File: config.mk
export PLATFORM = sky130hd
export DESIGN_NAME = ccsm_dev_flat
export DESIGN_NICKNAME = d
export VERILOG_FILES = /design/src/ccsm_pkg.sv /design/src/ccsm_if.sv /design/src/ccsm_dev.sv /design/src/flat_wrapper.sv
export SDC_FILE = /design/constraint.sdc
export NUM_CORES = 1
export LEC_CHECK = 0
export BUFFER_PORTS_ARGS = -buffer_cell sky130_fd_sc_hd__buf_2
export CAP_MARGIN = 20
export CORE_ASPECT_RATIO = 0.8
export CORE_MARGIN = 2
export CORE_UTILIZATION = 56
export DETAILED_ROUTE_END_ITERATION = 8
export HOLD_SLACK_MARGIN = 0.06
export PLACE_DENSITY = 0.8
export SLEW_MARGIN = 5
export SYNTH_ARGS = -nofsm -noshare
export SYNTH_HDL_FRONTEND = slang
export SYNTH_SLANG_ARGS = --single-unit
File: constraint.sdc
create_clock -name clk -period 4 [get_ports clk]
set_clock_uncertainty 0.05 [all_clocks]
set_input_delay 0.4 -clock clk [delete_from_list [all_inputs] [get_ports clk]]
set_output_delay 0.4 -clock clk [all_outputs]
set_load 0.02 [all_outputs]
File: src/ccsm_pkg.sv
// Shared constants and types of the CPU clock source manager.
// Assumes one synchronous clock domain at 100 MHz.
package ccsm_pkg;

  // Register bit positions
  localparam int MCM_SEL_BIT = 0;
  localparam int MCM_STAT_BIT = 1;
  localparam int MOC_STOP_BIT = 7;
  localparam int RCM_STOP_BIT = 0;
  localparam int PCC_MCC_BIT = 7;

  // Reset values
  localparam logic [7:0] MCM_RESET = 8'h00;
  localparam logic [7:0] MOC_RESET = 8'h80;
  localparam logic [7:0] RCM_RESET = 8'h00;
  localparam logic [2:0] STS_RESET = 3'h5;

  // Start hold-off in internal oscillator cycles
  localparam logic [4:0] START_HOLD = 5'h11;

  // Stabilization time selects and their exponents
  localparam logic [2:0] STS_11 = 3'h1;
  localparam logic [2:0] STS_13 = 3'h2;
  localparam logic [2:0] STS_14 = 3'h3;
  localparam logic [2:0] STS_15 = 3'h4;
  localparam logic [2:0] STS_16 = 3'h5;
  localparam int STAB_W = 17;

  // Software port offsets
  localparam logic [2:0] A_MCM = 3'h0;
  localparam logic [2:0] A_MOC = 3'h1;
  localparam logic [2:0] A_RCM = 3'h2;
  localparam logic [2:0] A_PCC = 3'h3;
  localparam logic [2:0] A_STS = 3'h4;
  localparam logic [2:0] A_STC = 3'h5;

  // CPU clock source
  typedef enum logic [1:0] {
    SRC_INT = 2'h0,
    SRC_MAIN = 2'h1,
    SRC_SUB = 2'h3
  } ccsm_src_t;

  // Operating state
  typedef enum logic [2:0] {
    ST_RESET = 3'h0,
    ST_HOLD = 3'h1,
    ST_RUN = 3'h3,
    ST_HALT = 3'h2,
    ST_STOP = 3'h6,
    ST_WAKE = 3'h7
  } ccsm_state_t;

endpackage : ccsm_pkg

File: src/ccsm_if.sv
// Link between the clock generator and the CPU side.
// Assumes both ends share clk and reset.
`timescale 1ns/10ps
interface ccsm_if (
  input wire logic clk,
  input wire logic reset
);
  // Requests from CPU side
  logic halt_req;
  logic stop_req;
  logic wake;
  logic wdt_ovf;
  logic [2:0] addr;
  logic [7:0] wdata;
  logic wr;
  logic rd;
  // Answers from clock generator
  logic [7:0] rdata;
  logic cpu_clk_en;
  logic [1:0] cpu_src;
  logic int_osc_en;
  logic main_osc_en;
  logic sub_osc_en;
  logic wdt_clk_en;
  logic int_reset;

  modport dev (
    input clk, reset, halt_req, stop_req, wake, wdt_ovf,
    input addr, wdata, wr, rd,
    output rdata, cpu_clk_en, cpu_src, int_osc_en, main_osc_en,
    output sub_osc_en, wdt_clk_en, int_reset
  );
  modport cpu (
    input clk, reset, rdata, cpu_clk_en, cpu_src, int_osc_en,
    input main_osc_en, sub_osc_en, wdt_clk_en, int_reset,
    output halt_req, stop_req, wake, wdt_ovf, addr, wdata, wr, rd
  );
endinterface : ccsm_if

File: src/ccsm_dev.sv
// Clock generator control: source select, oscillator gating, standby.
// Assumes internal and main oscillator ticks synchronous to clk.
`timescale 1ns/10ps
module ccsm_dev #(
  parameter bit STOPPABLE = 1'b1
) (
  // Link
  ccsm_if.dev lnk,
  // Oscillator ticks and reset sources
  input wire logic int_tick,
  input wire logic main_tick,
  input wire logic ext_reset,
  input wire logic poc_reset,
  input wire logic lvd_reset,
  input wire logic mon_reset,
  // Processor clock control: subsystem select
  input wire logic css
);
  import ccsm_pkg::*;

  ccsm_state_t st_q;
  ccsm_src_t src_q;
  logic sel_q;
  logic moc_stop_q;
  logic rcm_stop_q;
  logic mcc_q;
  logic [2:0] sts_q;
  logic [4:0] hold_q;
  logic [STAB_W-1:0] stab_q;
  logic [4:0] stc_q;
  logic sw_pend_q;
  logic [7:0] rdata_q;
  logic any_rst;
  logic stab_done;
  logic [STAB_W-1:0] stab_lim;

  function automatic logic [STAB_W-1:0] lim_of(input logic [2:0] s);
    case (s)
      STS_11: lim_of = STAB_W'(1) << 11;
      STS_13: lim_of = STAB_W'(1) << 13;
      STS_14: lim_of = STAB_W'(1) << 14;
      STS_15: lim_of = STAB_W'(1) << 15;
      default: lim_of = STAB_W'(1) << 16;
    endcase
  endfunction : lim_of

  assign any_rst = lnk.reset | ext_reset | poc_reset | lvd_reset |
                   mon_reset | lnk.int_reset;
  assign stab_lim = lim_of(sts_q);
  assign stab_done = (stab_q >= stab_lim);

  ////////////////////////////////////////////////////////////////////////
  // Operating state
  always_ff @(posedge lnk.clk or posedge any_rst) begin
    if (any_rst) begin
      st_q <= ST_RESET;
    end else begin
      case (st_q)
        ST_RESET: st_q <= ST_HOLD;
        ST_HOLD: begin
          if (hold_q == START_HOLD) st_q <= ST_RUN;
        end
        ST_RUN: begin
          if (lnk.stop_req && src_q != SRC_SUB) st_q <= ST_STOP;
          else if (lnk.halt_req || lnk.stop_req) st_q <= ST_HALT;
        end
        ST_HALT: begin
          if (lnk.wake) st_q <= ST_RUN;
        end
        ST_STOP: begin
          if (lnk.wake && src_q == SRC_MAIN) st_q <= ST_WAKE;
          else if (lnk.wake) st_q <= ST_RUN;
        end
        default: begin
          if (stab_done) st_q <= ST_RUN;
        end
      endcase
    end
  end

  always_ff @(posedge lnk.clk or posedge any_rst) begin
    if (any_rst) begin
      hold_q <= 5'h00;
    end else if (st_q == ST_HOLD && int_tick) begin
      hold_q <= hold_q + 5'h01;
    end
  end

  ////////////////////////////////////////////////////////////////////////
  // Stabilization counter, restarted on main oscillator start
  always_ff @(posedge lnk.clk or posedge any_rst) begin
    if (any_rst) begin
      stab_q <= '0;
    end else if (!lnk.main_osc_en) begin
      stab_q <= '0;
    end else if (main_tick && !stab_done) begin
      stab_q <= stab_q + STAB_W'(1);
    end
  end

  always_comb begin
    stc_q = 5'h00;
    if (stab_q >= (STAB_W'(1) << 11)) stc_q[4] = 1'b1;
    if (stab_q >= (STAB_W'(1) << 13)) stc_q[3] = 1'b1;
    if (stab_q >= (STAB_W'(1) << 14)) stc_q[2] = 1'b1;
    if (stab_q >= (STAB_W'(1) << 15)) stc_q[1] = 1'b1;
    if (stab_q >= (STAB_W'(1) << 16)) stc_q[0] = 1'b1;
  end

  ////////////////////////////////////////////////////////////////////////
  // Software registers
  always_ff @(posedge lnk.clk or posedge any_rst) begin
    if (any_rst) begin
      sel_q <= MCM_RESET[MCM_SEL_BIT];
      moc_stop_q <= MOC_RESET[MOC_STOP_BIT];
      rcm_stop_q <= RCM_RESET[RCM_STOP_BIT];
      mcc_q <= 1'b0;
      sts_q <= STS_RESET;
    end else if (lnk.wr) begin
      if (lnk.addr == A_MCM) begin
        sel_q <= lnk.wdata[MCM_SEL_BIT];
      end else if (lnk.addr == A_MOC) begin
        if (src_q == SRC_INT)
          moc_stop_q <= lnk.wdata[MOC_STOP_BIT];
      end else if (lnk.addr == A_RCM) begin
        if (STOPPABLE && src_q != SRC_INT)
          rcm_stop_q <= lnk.wdata[RCM_STOP_BIT];
      end else if (lnk.addr == A_PCC) begin
        mcc_q <= lnk.wdata[PCC_MCC_BIT];
      end else if (lnk.addr == A_STS) begin
        sts_q <= lnk.wdata[2:0];
      end
    end
  end

  always_ff @(posedge lnk.clk or posedge any_rst) begin
    if (any_rst) begin
      rdata_q <= 8'h00;
    end else if (lnk.rd) begin
      if (lnk.addr == A_MCM)
        rdata_q <= {6'h00, src_q != SRC_INT, sel_q};
      else if (lnk.addr == A_MOC) rdata_q <= {moc_stop_q, 7'h00};
      else if (lnk.addr == A_RCM) rdata_q <= {7'h00, rcm_stop_q};
      else if (lnk.addr == A_PCC)
        rdata_q <= {mcc_q, 1'b0, src_q == SRC_SUB, 5'h00};
      else if (lnk.addr == A_STS) rdata_q <= {5'h00, sts_q};
      else if (lnk.addr == A_STC) rdata_q <= {3'h0, stc_q};
      else rdata_q <= 8'h00;
    end else begin
      rdata_q <= 8'h00;
    end
  end

  ////////////////////////////////////////////////////////////////////////
  // Source switching at safe points
  always_ff @(posedge lnk.clk or posedge any_rst) begin
    if (any_rst) begin
      src_q <= SRC_INT;
      sw_pend_q <= 1'b0;
    end else if (st_q == ST_RUN) begin
      case (src_q)
        SRC_INT: begin
          if (sel_q && main_tick && lnk.main_osc_en)
            src_q <= SRC_MAIN;
        end
        SRC_MAIN: begin
          if (css) src_q <= SRC_SUB;
          else if (!sel_q) sw_pend_q <= 1'b1;
          if (sw_pend_q && int_tick) begin
            src_q <= SRC_INT;
            sw_pend_q <= 1'b0;
          end
        end
        default: begin
          if (!css) src_q <= SRC_MAIN;
        end
      endcase
    end
  end

  ////////////////////////////////////////////////////////////////////////
  // Oscillator and clock gates
  logic run_st;
  logic stby;
  assign run_st = (st_q != ST_RESET);
  assign stby = (st_q == ST_HALT) || (st_q == ST_STOP);

  always_comb begin
    lnk.int_osc_en = run_st;
    if (STOPPABLE && rcm_stop_q) lnk.int_osc_en = 1'b0;
    lnk.main_osc_en = run_st && (src_q == SRC_SUB ? !mcc_q :
                      !moc_stop_q || src_q == SRC_MAIN);
    if (st_q == ST_STOP) lnk.main_osc_en = 1'b0;
  end

  assign lnk.sub_osc_en = 1'b1;
  assign lnk.cpu_clk_en = (st_q == ST_RUN);
  assign lnk.cpu_src = src_q;
  assign lnk.wdt_clk_en = run_st &&
                          (STOPPABLE ? !stby : lnk.int_osc_en);
  assign lnk.int_reset = lnk.wdt_ovf && !STOPPABLE;
  assign lnk.rdata = rdata_q;

endmodule : ccsm_dev

File: src/flat_wrapper.sv
// flat-port wrapper written by rule: the top's interface ports become plain ports
module ccsm_dev_flat import ccsm_pkg::*;
#(
  parameter bit STOPPABLE = 1'b1
)
  (int_tick, main_tick, ext_reset, poc_reset, lvd_reset, mon_reset, css, clk, reset, lnk_halt_req, lnk_stop_req, lnk_wake, lnk_wdt_ovf, lnk_addr, lnk_wdata, lnk_wr, lnk_rd, lnk_rdata, lnk_cpu_clk_en, lnk_cpu_src, lnk_int_osc_en, lnk_main_osc_en, lnk_sub_osc_en, lnk_wdt_clk_en, lnk_int_reset);
  ccsm_if lnk_i (.clk(clk), .reset(reset));
  input wire logic int_tick;
  input wire logic main_tick;
  input wire logic ext_reset;
  input wire logic poc_reset;
  input wire logic lvd_reset;
  input wire logic mon_reset;
  input wire logic css;
  input wire logic clk;
  input wire logic reset;
  input wire logic [$bits(lnk_i.halt_req)-1:0] lnk_halt_req;
  input wire logic [$bits(lnk_i.stop_req)-1:0] lnk_stop_req;
  input wire logic [$bits(lnk_i.wake)-1:0] lnk_wake;
  input wire logic [$bits(lnk_i.wdt_ovf)-1:0] lnk_wdt_ovf;
  input wire logic [$bits(lnk_i.addr)-1:0] lnk_addr;
  input wire logic [$bits(lnk_i.wdata)-1:0] lnk_wdata;
  input wire logic [$bits(lnk_i.wr)-1:0] lnk_wr;
  input wire logic [$bits(lnk_i.rd)-1:0] lnk_rd;
  output wire logic [$bits(lnk_i.rdata)-1:0] lnk_rdata;
  output wire logic [$bits(lnk_i.cpu_clk_en)-1:0] lnk_cpu_clk_en;
  output wire logic [$bits(lnk_i.cpu_src)-1:0] lnk_cpu_src;
  output wire logic [$bits(lnk_i.int_osc_en)-1:0] lnk_int_osc_en;
  output wire logic [$bits(lnk_i.main_osc_en)-1:0] lnk_main_osc_en;
  output wire logic [$bits(lnk_i.sub_osc_en)-1:0] lnk_sub_osc_en;
  output wire logic [$bits(lnk_i.wdt_clk_en)-1:0] lnk_wdt_clk_en;
  output wire logic [$bits(lnk_i.int_reset)-1:0] lnk_int_reset;
  assign lnk_i.halt_req = lnk_halt_req;
  assign lnk_i.stop_req = lnk_stop_req;
  assign lnk_i.wake = lnk_wake;
  assign lnk_i.wdt_ovf = lnk_wdt_ovf;
  assign lnk_i.addr = lnk_addr;
  assign lnk_i.wdata = lnk_wdata;
  assign lnk_i.wr = lnk_wr;
  assign lnk_i.rd = lnk_rd;
  assign lnk_rdata = lnk_i.rdata;
  assign lnk_cpu_clk_en = lnk_i.cpu_clk_en;
  assign lnk_cpu_src = lnk_i.cpu_src;
  assign lnk_int_osc_en = lnk_i.int_osc_en;
  assign lnk_main_osc_en = lnk_i.main_osc_en;
  assign lnk_sub_osc_en = lnk_i.sub_osc_en;
  assign lnk_wdt_clk_en = lnk_i.wdt_clk_en;
  assign lnk_int_reset = lnk_i.int_reset;
  ccsm_dev #(.STOPPABLE(STOPPABLE)) u_core (.lnk(lnk_i), .int_tick(int_tick), .main_tick(main_tick), .ext_reset(ext_reset), .poc_reset(poc_reset), .lvd_reset(lvd_reset), .mon_reset(mon_reset), .css(css));
endmodule
==> flow_summary.rst, run 1 <==
.. list-table::
   :header-rows: 1

   * - Metric
     - Value
   * - Switching portion of total power
     - 41.9%
   * - Source of the worst register-to-register timing path
     - u_core.sts_q[1]$_DFFE_PP0P_
   * - Mean Syn Cell Area
     - 9.42 µm²
   * - Global-route wire length before repair
     - 8630 µm
   * - # Max-Cap Violations
     - 0
   * - Number of enable-type register cells in the synthesized netlist
     - 0
   * - Dominant cell type by area after synthesis
     - sky130_fd_sc_hd__dfrtp_1
   * - Sequential cell fraction of total power
     - 44.5%
   * - Gr usage total
     - 22.2%
   * - Number of global-route vias before repair
     - 1,813
   * - DRC Markers
     - 0
   * - Instance count of the mapped netlist
     - 258
   * - CP Data Arrival Time
     - 3.07 ns
   * - Pin count of the biggest net entering global routing
     - 27
   * - CP endpoint
     - u_core.stab_q[10]$_DFFE_PP0P_
   * - Setup Slack @ Placement
     - 1.19 ns
   * - Cell with the largest stage delay on the worst path
     - sky130_fd_sc_hd__or4_1
   * - Number of antenna violations at the first check in global routing
     - 0
   * - Chip Height
     - 62.9 µm
   * - Endpoint of the worst register-to-register path
     - u_core.stab_q[10]$_DFFE_PP0P_
   * - Share of synthesized area spent on multiplexers
     - 2.68%
   * - Largest fanout of any net on the critical path
     - 11
   * - Final max-slew violation count
     - 0
   * - Post-CTS setup buffer count
     - 0
   * - Fraction of synthesized cell area in xor and xnor cells
     - 6.48%
   * - TritonCTS clock tree
     - yes
   * - Rel. slew slack
     - 39.8%
   * - Net count reported at finish
     - 322
   * - Most common cell type on the critical path
     - sky130_fd_sc_hd__nand2_1
   * - Startpoint-to-endpoint class of the critical path
     - reg2reg
   * - Result of the run
     - complete, no violations
   * - Area taken by multi-input logic gates
     - 1270 µm²
   * - Beginning of the critical path
     - u_core.sts_q[1]$_DFFE_PP0P_
   * - Type of destination of the critical path
     - flip-flop
   * - Most frequently used cell type in the post-synthesis netlist
     - sky130_fd_sc_hd__dfrtp_1
   * - Ordered list of cells on the worst path
     - nor2_1, nand2_1, ha_1, o21ai_0, o22ai_1, or3_1, or4_1, nand2_1
   * - Vias
     - 1,949
   * - Initial cell density of the core
     - 58.2%
   * - Routability cong.
     - 0.828
   * - Top cells by area in the synthesized netlist
     - sky130_fd_sc_hd__dfrtp_1 (40%), sky130_fd_sc_hd__xnor2_1 (5.8%), sky130_fd_sc_hd__ha_1 (4.6%)
   * - Post-route core utilization
     - 64.6%
   * - Router iterations before antenna repair
     - 5
   * - Detail Placement HPWL
     - 3500 µm
   * - Antenna diode count
     - 0
   * - Number of resized instances in the post-cts repair step
     - 0
   * - Worst reg-to-reg path cell count
     - 8
   * - Clock root buffer master
     - sky130_fd_sc_hd__clkbuf_8
   * - Fmax
     - 347 MHz
   * - Number of placed instances with taps included
     - 337
   * - Switching pwr
     - 0.614 mW
   * - Overflow after GRT
     - 0
   * - Worst IR Drop VDD
     - 0.000266 V
   * - Portion of synthesized cell area occupied by the leading cell type
     - 40.1%
   * - Core region area
     - 4180 µm²
   * - Unique masters post-synth
     - 51
   * - Count of non-filler cells in the finished layout
     - 345
   * - Fraction of the mapped netlist area in simple logic gates
     - 26.4%
   * - Fraction of layout cells with a size suffix above 1
     - 20.1%
   * - Power density over the cells
     - 543 nW/µm²
   * - Clk Latency, worst-skew pair
     - 0.30 ns
   * - Sequential element share of the synthesized area
     - 43.4%
   * - Clock period minus final worst setup slack
     - 2.88 ns
   * - Total negative slack for setup checks
     - 0 ns
   * - Number of buffers created by CTS
     - 5
   * - Number of fill cells
     - 349
   * - Hold Vio Cnt, Final
     - 0
   * - Startpoint types
     - flip-flop
   * - Leakage
     - 1.17 nW
   * - Share of the cycle needed by the critical path after routing
     - 72.1%
   * - Number of buffer cells added on primary ports
     - 33
   * - Total Power Consumption
     - 1.47 mW
   * - Synth Flop Type
     - sky130_fd_sc_hd__dfrtp_1
   * - Hold Path Class
     - in2async
   * - Synthesized-area fraction occupied by adder cells
     - 4.63%
   * - Proportion of synthesized flip-flops having asynchronous set or reset
     - 100%
   * - Clock-pin slew on the worst setup and hold paths
     - 0.08 ns
   * - Netlist Area Pre-Place
     - 2430 µm²
   * - Slack of the worst reg-to-reg path
     - 1.12 ns
   * - Cts-stage hold buffer count
     - 0
   * - Maximum clock path buffer count
     - 2
   * - Routed wire length
     - 4800 µm
   * - Combinational Power Share
     - 37.3%
   * - Compound-cell area share of the yosys netlist
     - 11.4%
   * - Slew at the pin closest to its max-slew limit
     - 0.903 ns
   * - Combinational family with the most area after synthesis
     - simple AND/OR/NAND/NOR gates
   * - Total number of H-tree levels
     - 2
   * - Area enclosed by the die boundary
     - 4890 µm²
   * - Violation count after the first detailed-routing iteration
     - 83
   * - Number of I/O pins
     - 42
   * - Synthesis-to-finish area growth
     - 11.0%
   * - Clk network pwr share
     - 18.2%
   * - Worst setup margin
     - 1.12 ns
   * - Remaining antenna violation count
     - 0
   * - Via-to-Cell Ratio
     - 5.65
   * - Number of synthesis warnings
     - 0
   * - Row count
     - 21
   * - Sequential cell area
     - 1050 µm²
   * - Wire length per cell after detailed routing
     - 13.9 µm
   * - Die width
     - 77.7 µm
   * - Top cell types by occurrence after synthesis
     - sky130_fd_sc_hd__dfrtp_1 (39), sky130_fd_sc_hd__nor2_1 (28), sky130_fd_sc_hd__nor3_1 (20)
   * - Setup repair after global routing missed its margin
     - no
   * - Register bit total from synthesis
     - 42
   * - Total number of clock tree sinks
     - 42
   * - Crit path required time
     - 4.19 ns
   * - Maximum single-stage delay on the critical path
     - 0.47 ns
   * - Design internal power
     - 0.852 mW
   * - Endpoints failing setup
     - 0
[flip-flops by register name, summed over array words and instances, names as in the netlist, 2 cells and up]
register / count
u_core.stab_q: 17
u_core.hold_q: 5
u_core.lnk.rdata: 7
u_core.lnk.cpu_src: 2
u_core.sts_q: 3
u_core.st_q: 3
[metal layers]
| metal | up-vias | global-route usage, % | part of all wire, % |
|---|---|---|---|
| met5 | - | 0 | 0 |
| met1 | 912 | 31.5 | 48 |
| met3 | 11 | 5.49 | 5.4 |
| met2 | 48 | 32.8 | 44 |
| met4 | 0 | 8.71 | 2.2 |
| li1 | 978 | - | - |
[power by group through the flow]
stage | Combinational, mW | Sequential (mW) | Clock, mW
CTS | 0.550 | 0.648 | 0.272
floorplan | 0.462 | 0.614 | 0
detailed placement | 0.548 | 0.655 | 0
global route | 0.619 | 0.669 | 0.298
global placement | 0.536 | 0.654 | 0
finish | 0.547 | 0.652 | 0.267
[area by class of cell]
class / count / share of cell area (%)
Multi-Input combinational cell: 192 / 47.1
Clock inverter: 2 / 0.371
Inverter: 12 / 1.67
Sequential cell: 42 / 39.1
Tap cell: 57 / 2.64
Clock buffer: 6 / 2.69
Timing Repair Buffer: 34 / 6.40
[per-stage QoR]
stage | area, µm² | hold slack [ns]
2_1_floorplan | 2430 | 0.388
3_3_place_gp | 2620 | 0.406
3_5_place_dp | 2620 | 0.409
4_1_cts | 2700 | 0.117
5_1_grt | 2700 | 0.139
6_report | 2700 | 0.0981
[worst min-delay path by stage]
stage | to | slack, ns | cells after the start
after floorplan | u_core.hold_q[4]$_DFFE_PP0P_ | 0.39 | 1
after global placement | u_core.hold_q[4]$_DFFE_PP0P_ | 0.41 | 1
after detailed placement | u_core.hold_q[4]$_DFFE_PP0P_ | 0.41 | 1
after CTS | u_core.lnk.rdata[7]$_DFF_PP0_ | 0.12 | 2
after global routing | u_core.lnk.rdata[0]$_DFF_PP0_ | 0.14 | 2
final | u_core.lnk.rdata[7]$_DFF_PP0_ | 0.1 | 2
[logic make-up (layout without fill, tap and decap cells)]
logic type / count (synthesis) / after routing
other: 2 / 3
DFF: 42 / 42
muxes: 6 / 6
AOI/OAI and AO/OA: 38 / 38
and+or+nand+nor: 118 / 118
buffers and inverters: 25 / 54
xor gates and xnor gates: 18 / 18
adders and majority gates: 9 / 9
[worst max-delay path: cells and delay by family (launching register included)]
kind / cells / cell delay (ns)
and+or+nand+nor: 5 / 1.30
DFF: 1 / 0.44
AOI/OAI and AO/OA: 2 / 0.73
adders and majority gates: 1 / 0.31
[layout by cell type, fill, tap and decap left out, drive strengths merged, types with 2 or more instances in the layout]
| master | n |
|---|---|
| nor3 | 21 |
| xnor2 | 16 |
| o31ai | 2 |
| nand4 | 10 |
| and4 | 2 |
| o21ai | 11 |
| or4b | 2 |
| ha | 9 |
| nand3b | 2 |
| nand3 | 8 |
| o22a | 2 |
| o211ai | 2 |
| buf | 34 |
| mux2i | 2 |
| and2 | 2 |
| o22ai | 2 |
| conb | 3 |
| nand2b | 6 |
| inv | 12 |
| nor3b | 2 |
| a31oi | 2 |
| xor2 | 2 |
| nor4 | 6 |
| a211oi | 2 |
| mux2 | 4 |
| nor2 | 28 |
| a22oi | 2 |
| dfstp | 3 |
| or3 | 4 |
| clkbuf | 6 |
| nand2 | 19 |
| clkinv | 2 |
| a21oi | 7 |
| or4 | 3 |
| nor2b | 2 |
| dfrtp | 39 |
Power figures use the tool's default switching activity.
==> inputs of run 2 (changes only) <==
CORE_UTILIZATION = 50   (was 56)
PLACE_DENSITY = 0.75   (was 0.8)
clock period = 2.61 ns   (was 4 ns; I/O delays follow)
==> run 2 against run 1 <==
Effect of this change:
- worst setup slack got worse by 1.0 ns
- count of clock-buffer cells in the layout unchanged
- design area rose by 4.5%
- combinational power grew 71%
- final cell count increased by 3.5%
- global-route usage is 2.0 points lower
- fmax increased by 15%
- power up 67%
- sequential share of layout area fell by 1.6 points
- wire length is 3.0% higher
- die area is 11% higher
- first-iteration DRC count up 29%
- critical endpoint unchanged
- largest power group unchanged
==> flow_summary.rst, run 2 (synthesis gave the netlist of run 1 again) <==
.. list-table::
   :header-rows: 1

   * - Metric
     - Value
   * - Number of placed instances with taps included
     - 346
   * - Row count
     - 22
   * - Sequential cell fraction of total power
     - 40.9%
   * - Leakage
     - 1.23 nW
   * - Number of I/O pins
     - 42
   * - Worst reg-to-reg path cell count
     - 9
   * - Endpoints failing setup
     - 0
   * - Hold Vio Cnt, Final
     - 0
   * - Number of antenna violations at the first check in global routing
     - 0
   * - Worst path top cell family by delay
     - simple AND/OR/NAND/NOR gates
   * - CP Data Arrival Time
     - 2.70 ns
   * - Hold Path Class
     - in2async
   * - Design internal power
     - 1.48 mW
   * - Max FFs per register
     - 17
   * - Fraction of layout cells with a size suffix above 1
     - 23.9%
   * - Ordered list of cells on the worst path
     - nor2_2, xnor2_1, ha_1, nand4_1, nor4_4, buf_4, or3_4, or4_1, nand2_1
   * - Worst IR Drop VDD
     - 0.000348 V
   * - Synthesis-to-finish area growth
     - 16.0%
   * - Area enclosed by the die boundary
     - 5440 µm²
   * - Result of the run
     - complete, no violations
   * - Clk Latency, worst-skew pair
     - 0.30 ns
   * - Stages on the worst setup path
     - 9
   * - Startpoint-to-endpoint class of the critical path
     - reg2reg
   * - Routed wire length
     - 4950 µm
   * - Total number of H-tree levels
     - 2
   * - Violation count after the first detailed-routing iteration
     - 107
   * - # Max-Cap Violations
     - 0
   * - Die width
     - 82.0 µm
   * - Chip Height
     - 66.4 µm
   * - DRC Markers
     - 0
   * - Area taken by multi-input logic gates
     - 1290 µm²
   * - Global-route wire length before repair
     - 8240 µm
   * - Core region area
     - 4620 µm²
   * - Router iterations before antenna repair
     - 4
   * - Vias
     - 1,984
   * - Number of fill cells
     - 400
   * - Initial cell density of the core
     - 52.6%
   * - Slew at the pin closest to its max-slew limit
     - 0.687 ns
   * - Fmax
     - 399 MHz
   * - Number of buffer cells added on primary ports
     - 33
   * - Clock period minus final worst setup slack
     - 2.51 ns
   * - Power density over the cells
     - 867 nW/µm²
   * - Clock root buffer master
     - sky130_fd_sc_hd__clkbuf_8
   * - Clk network pwr share
     - 20.8%
   * - Total number of clock tree sinks
     - 42
   * - Remaining antenna violation count
     - 0
   * - Switching portion of total power
     - 39.5%
   * - Cell with the largest stage delay on the worst path
     - sky130_fd_sc_hd__dfstp_2
   * - Maximum single-stage delay on the critical path
     - 0.55 ns
   * - Share of the cycle needed by the critical path after routing
     - 96.0%
   * - Type of destination of the critical path
     - flip-flop
   * - Crit path required time
     - 2.81 ns
   * - Largest fanout of any net on the critical path
     - 4
   * - Most common library cell in the layout ignoring fill and taps
     - sky130_fd_sc_hd__dfrtp_1
   * - Overflow after GRT
     - 0
   * - Pin count of the biggest net entering global routing
     - 43
   * - Routability cong.
     - 0.767
   * - Sequential cell area
     - 1060 µm²
   * - Startpoint types
     - flip-flop
   * - Antenna diode count
     - 0
   * - Via-to-Cell Ratio
     - 5.56
   * - Clock-pin slew on the worst setup and hold paths
     - 0.08 ns
   * - Gr usage total
     - 20.3%
   * - Combinational Power Share
     - 38.3%
   * - Most frequent cells in the layout
     - sky130_fd_sc_hd__dfrtp_1 (38), sky130_fd_sc_hd__buf_2 (33), sky130_fd_sc_hd__nor2_1 (26)
   * - Count of non-filler cells in the finished layout
     - 357
   * - Number of buffers created by CTS
     - 5
   * - TritonCTS clock tree
     - yes
   * - Maximum clock path buffer count
     - 2
   * - Total buffers and inverters traversed by the critical path
     - 1
   * - Number of global-route vias before repair
     - 1,768
   * - Detail Placement HPWL
     - 3660 µm
   * - Register with the most flip-flops
     - u_core.stab_q
   * - Switching pwr
     - 0.965 mW
   * - Total negative slack for setup checks
     - 0 ns
   * - Final max-slew violation count
     - 0
   * - Rel. slew slack
     - 53.8%
   * - Net count reported at finish
     - 331
   * - Wire length per cell after detailed routing
     - 13.9 µm
## run 2: metal layers
layer / part of all wire [%] / track usage (%) / routed length (µm)
met1: 47 / 27.3 / 2310
met2: 46 / 31.3 / 2270
met3: 5.9 / 6.42 / 294
met4: 1.4 / 5.63 / 68
met5: 0 / 0 / 0
## run 2: worst min-delay path: stages
cell and delay, ns:
sky130_fd_sc_hd__buf_2 0.11, sky130_fd_sc_hd__nor2_4 0.08, sky130_fd_sc_hd__buf_4 0.44
## run 2: what timing repair did
item | CTS | global route
endpoints found under the setup margin | 1 | 7
pin swaps | 1 | 4
buffers inserted | 0 | 3
gates resized for setup | 0 | 5
hold buffers | 0 | 0
## run 2: worst paths after layout
| kind | start | to | slack [ns] |
|---|---|---|---|
| setup / recovery | u_core.sts_q[0]$_DFFE_PP1P_ | u_core.stab_q[10]$_DFFE_PP0P_ | 0.10 |
| hold / removal | ext_reset | u_core.lnk.cpu_src[1]$_DFFE_PP0P_ | 0.09 |
| setup reg to reg | u_core.sts_q[0]$_DFFE_PP1P_ | u_core.stab_q[10]$_DFFE_PP0P_ | 0.10 |
| hold reg to reg | u_core.hold_q[4]$_DFFE_PP0P_ | u_core.hold_q[4]$_DFFE_PP0P_ | 0.42 |
| max in group asynchronous | reset | u_core.sts_q[1]$_DFFE_PP0P_ | 1.49 |
| min in group clk | int_tick | u_core.sw_pend_q$_DFFE_PP0P_ | 0.12 |
## run 2: cell type report
| class | instances | area share [%] |
|---|---|---|
| Timing Repair Buffer | 43 | 8.52 |
| Tap cell | 60 | 2.66 |
| Inverter | 12 | 1.60 |
| Sequential cell | 42 | 37.5 |
| Multi-Input combinational cell | 192 | 45.9 |
| Clock inverter | 2 | 1.33 |
| Clock buffer | 6 | 2.57 |
## run 2: metrics by stage
stage / instance area (µm²) / util (%) / hold WS [ns] / total power [mW] / worst slack, ns
4_1_cts: 2780 / 60.0 / 0.109 / 2.43 / 0.117
3_3_place_gp: 2670 / 57.6 / 0.404 / 1.89 / 0.0941
2_1_floorplan: 2440 / - / 0.308 / 1.65 / 0.260
3_5_place_dp: 2670 / 57.6 / 0.413 / 1.91 / 0.0862
6_report: 2820 / 61.0 / 0.0869 / 2.44 / 0.105
5_1_grt: 2820 / 61.0 / 0.125 / 2.64 / -0.00824
## run 2: power by group through the flow
| stage | Combinational, mW | Clock, mW | Sequential [mW] |
|---|---|---|---|
| final | 0.936 | 0.509 | 1.00 |
| after global routing | 1.05 | 0.556 | 1.03 |
| after CTS | 0.919 | 0.522 | 0.991 |
| after global placement | 0.890 | 0 | 0.997 |
| after floorplan | 0.708 | 0 | 0.941 |
| after detailed placement | 0.906 | 0 | 1.00 |
==> inputs of run 3 (changes only) <==
PLACE_DENSITY = 0.79   (was 0.75)
==> run 3 against run 2 <==
Effect of this change:
- first-iteration DRC count up 37%
- largest cell class unchanged
- non-clock buffer count up 1
- fmax about the same
- sequential share of layout area about the same
- sequential power about the same
- wire length up 9.2%
- sequential cell count unchanged
- count of clock-buffer cells in the layout down 1
- global-route usage up 1.6 points
- clock power down 12%
- power down 1.5%
- worst setup slack about the same
==> flow_summary.rst, run 3 (synthesis gave the netlist of run 1 again) <==
.. list-table::
   :header-rows: 1

   * - Metric
     - Value
   * - Result of the run
     - complete, no violations
   * - Startpoint types
     - flip-flop
   * - Type of destination of the critical path
     - flip-flop
   * - Leakage
     - 1.23 nW
   * - Most common library cell in the layout ignoring fill and taps
     - sky130_fd_sc_hd__dfrtp_1
   * - Hold Path Class
     - in2async
   * - Fmax
     - 399 MHz
   * - Number of buffer cells added on primary ports
     - 33
   * - Number of global-route vias before repair
     - 1,962
   * - Total number of H-tree levels
     - 2
   * - Slew at the pin closest to its max-slew limit
     - 0.647 ns
   * - Initial cell density of the core
     - 52.6%
   * - Max FFs per register
     - 17
   * - Synthesis-to-finish area growth
     - 16.0%
   * - Pin count of the biggest net entering global routing
     - 43
   * - Gr usage total
     - 21.8%
   * - Endpoints failing setup
     - 0
   * - TritonCTS clock tree
     - yes
   * - Routed wire length
     - 5400 µm
   * - Via-to-Cell Ratio
     - 5.68
   * - Global-route wire length before repair
     - 8980 µm
   * - Core region area
     - 4620 µm²
   * - Crit path required time
     - 2.82 ns
   * - CP Data Arrival Time
     - 2.71 ns
   * - Maximum clock path buffer count
     - 2
   * - Rel. slew slack
     - 56.6%
   * - Total number of clock tree sinks
     - 42
   * - Startpoint-to-endpoint class of the critical path
     - reg2reg
   * - Clock-pin slew on the worst setup and hold paths
     - 0.10 ns
   * - DRC Markers
     - 0
   * - Vias
     - 2,032
   * - Number of buffers created by CTS
     - 5
   * - Violation count after the first detailed-routing iteration
     - 147
   * - Chip Height
     - 66.4 µm
   * - Power density over the cells
     - 854 nW/µm²
   * - Hold Vio Cnt, Final
     - 0
   * - Cts-stage hold buffer count
     - 0
   * - Routability cong.
     - 0.850
   * - Largest fanout of any net on the critical path
     - 6
   * - Most frequent cells in the layout
     - sky130_fd_sc_hd__dfrtp_1 (39), sky130_fd_sc_hd__buf_2 (33), sky130_fd_sc_hd__nor2_1 (26)
   * - Antenna diode count
     - 0
   * - Register with the most flip-flops
     - u_core.stab_q
   * - Total negative slack for setup checks
     - 0 ns
   * - Detail Placement HPWL
     - 3870 µm
   * - Clk Latency, worst-skew pair
     - 0.31 ns
   * - Final max-slew violation count
     - 0
   * - Fraction of layout cells with a size suffix above 1
     - 24.8%
   * - Post-route core utilization
     - 61.0%
   * - Number of antenna violations at the first check in global routing
     - 0
   * - Number of I/O pins
     - 42
   * - Clock period minus final worst setup slack
     - 2.51 ns
   * - Clock root buffer master
     - sky130_fd_sc_hd__clkbuf_8
   * - Worst IR Drop VDD
     - 0.000380 V
   * - Remaining antenna violation count
     - 0
   * - Area enclosed by the die boundary
     - 5440 µm²
   * - Net count reported at finish
     - 332
   * - Share of the cycle needed by the critical path after routing
     - 96.0%
   * - Wire length per cell after detailed routing
     - 15.1 µm
   * - Router iterations before antenna repair
     - 4
   * - Row count
     - 22
   * - # Max-Cap Violations
     - 0
   * - Die width
     - 82.0 µm
   * - Overflow after GRT
     - 0
run 3: report_power, final:
part           switching, mW  internal, mW  leakage, nW  total [mW]
clock                  0.252         0.193       0.0447       0.446
sequential             0.207         0.802        0.551        1.01
combinational          0.555         0.398        0.636       0.953
total                   1.01          1.39         1.23        2.41
run 3: final timing paths:
path | from | to | slack, ns | depth (start not counted)
min | ext_reset | u_core.mcc_q$_DFFE_PP0P_ | 0.07 | 3
max reg2reg | u_core.sts_q[2]$_DFFE_PP1P_ | u_core.stab_q[10]$_DFFE_PP0P_ | 0.10 | 8
min reg2reg | u_core.hold_q[4]$_DFFE_PP0P_ | u_core.hold_q[4]$_DFFE_PP0P_ | 0.44 | 1
min in group clk | int_tick | u_core.sw_pend_q$_DFFE_PP0P_ | 0.12 | 2
max in group asynchronous | reset | u_core.hold_q[2]$_DFFE_PP0P_ | 1.48 | 4
max | u_core.sts_q[2]$_DFFE_PP1P_ | u_core.stab_q[10]$_DFFE_PP0P_ | 0.10 | 8
run 3: cell type report:
class / count / area (µm²)
Multi-Input combinational cell: 192 / 1300
Clock inverter: 3 / 25.0
Fill cell: 411 / 1810
Sequential cell: 42 / 1050
Inverter: 12 / 45.0
Tap cell: 60 / 75.1
Timing Repair Buffer: 44 / 248
Clock buffer: 5 / 68.8
run 3: through the flow:
stage | total power [mW] | worst slack, ns | instances | hold slack, ns | area, µm²
after floorplan | 1.65 | 0.260 | 259 | 0.308 | 2440
after global placement | 1.88 | 0.126 | 346 | 0.406 | 2670
after detailed placement | 1.93 | 0.0621 | 346 | 0.417 | 2670
after CTS | 2.37 | 0.0446 | 354 | 0.106 | 2760
after global routing | 2.58 | -0.00298 | 358 | 0.116 | 2820
final | 2.41 | 0.104 | 358 | 0.0747 | 2820
run 3: worst max-delay path: stages (launching register included):
cell,delay (ns)
sky130_fd_sc_hd__dfstp_2,0.60
sky130_fd_sc_hd__buf_4,0.13
sky130_fd_sc_hd__nand3b_1,0.12
sky130_fd_sc_hd__ha_1,0.24
sky130_fd_sc_hd__nand4_1,0.26
sky130_fd_sc_hd__nor4_4,0.11
sky130_fd_sc_hd__or3_4,0.39
sky130_fd_sc_hd__or4_1,0.48
sky130_fd_sc_hd__nand2_1,0.08
run 3: layer usage:
layer  GRT usage (%)  share of wire (%)  wire, µm
met2            33.2                 46      2470
met5               0                  0         0
met4            8.33                1.5        81
met1            30.2                 48      2610
met3            4.92                4.6       248
run 3: what timing repair did:
action | in CTS | in global routing
resized for setup | 0 | 6
setup endpoints to repair | 0 | 14
endpoints found under the hold margin | 0 | 0
buffers inserted | 0 | 4
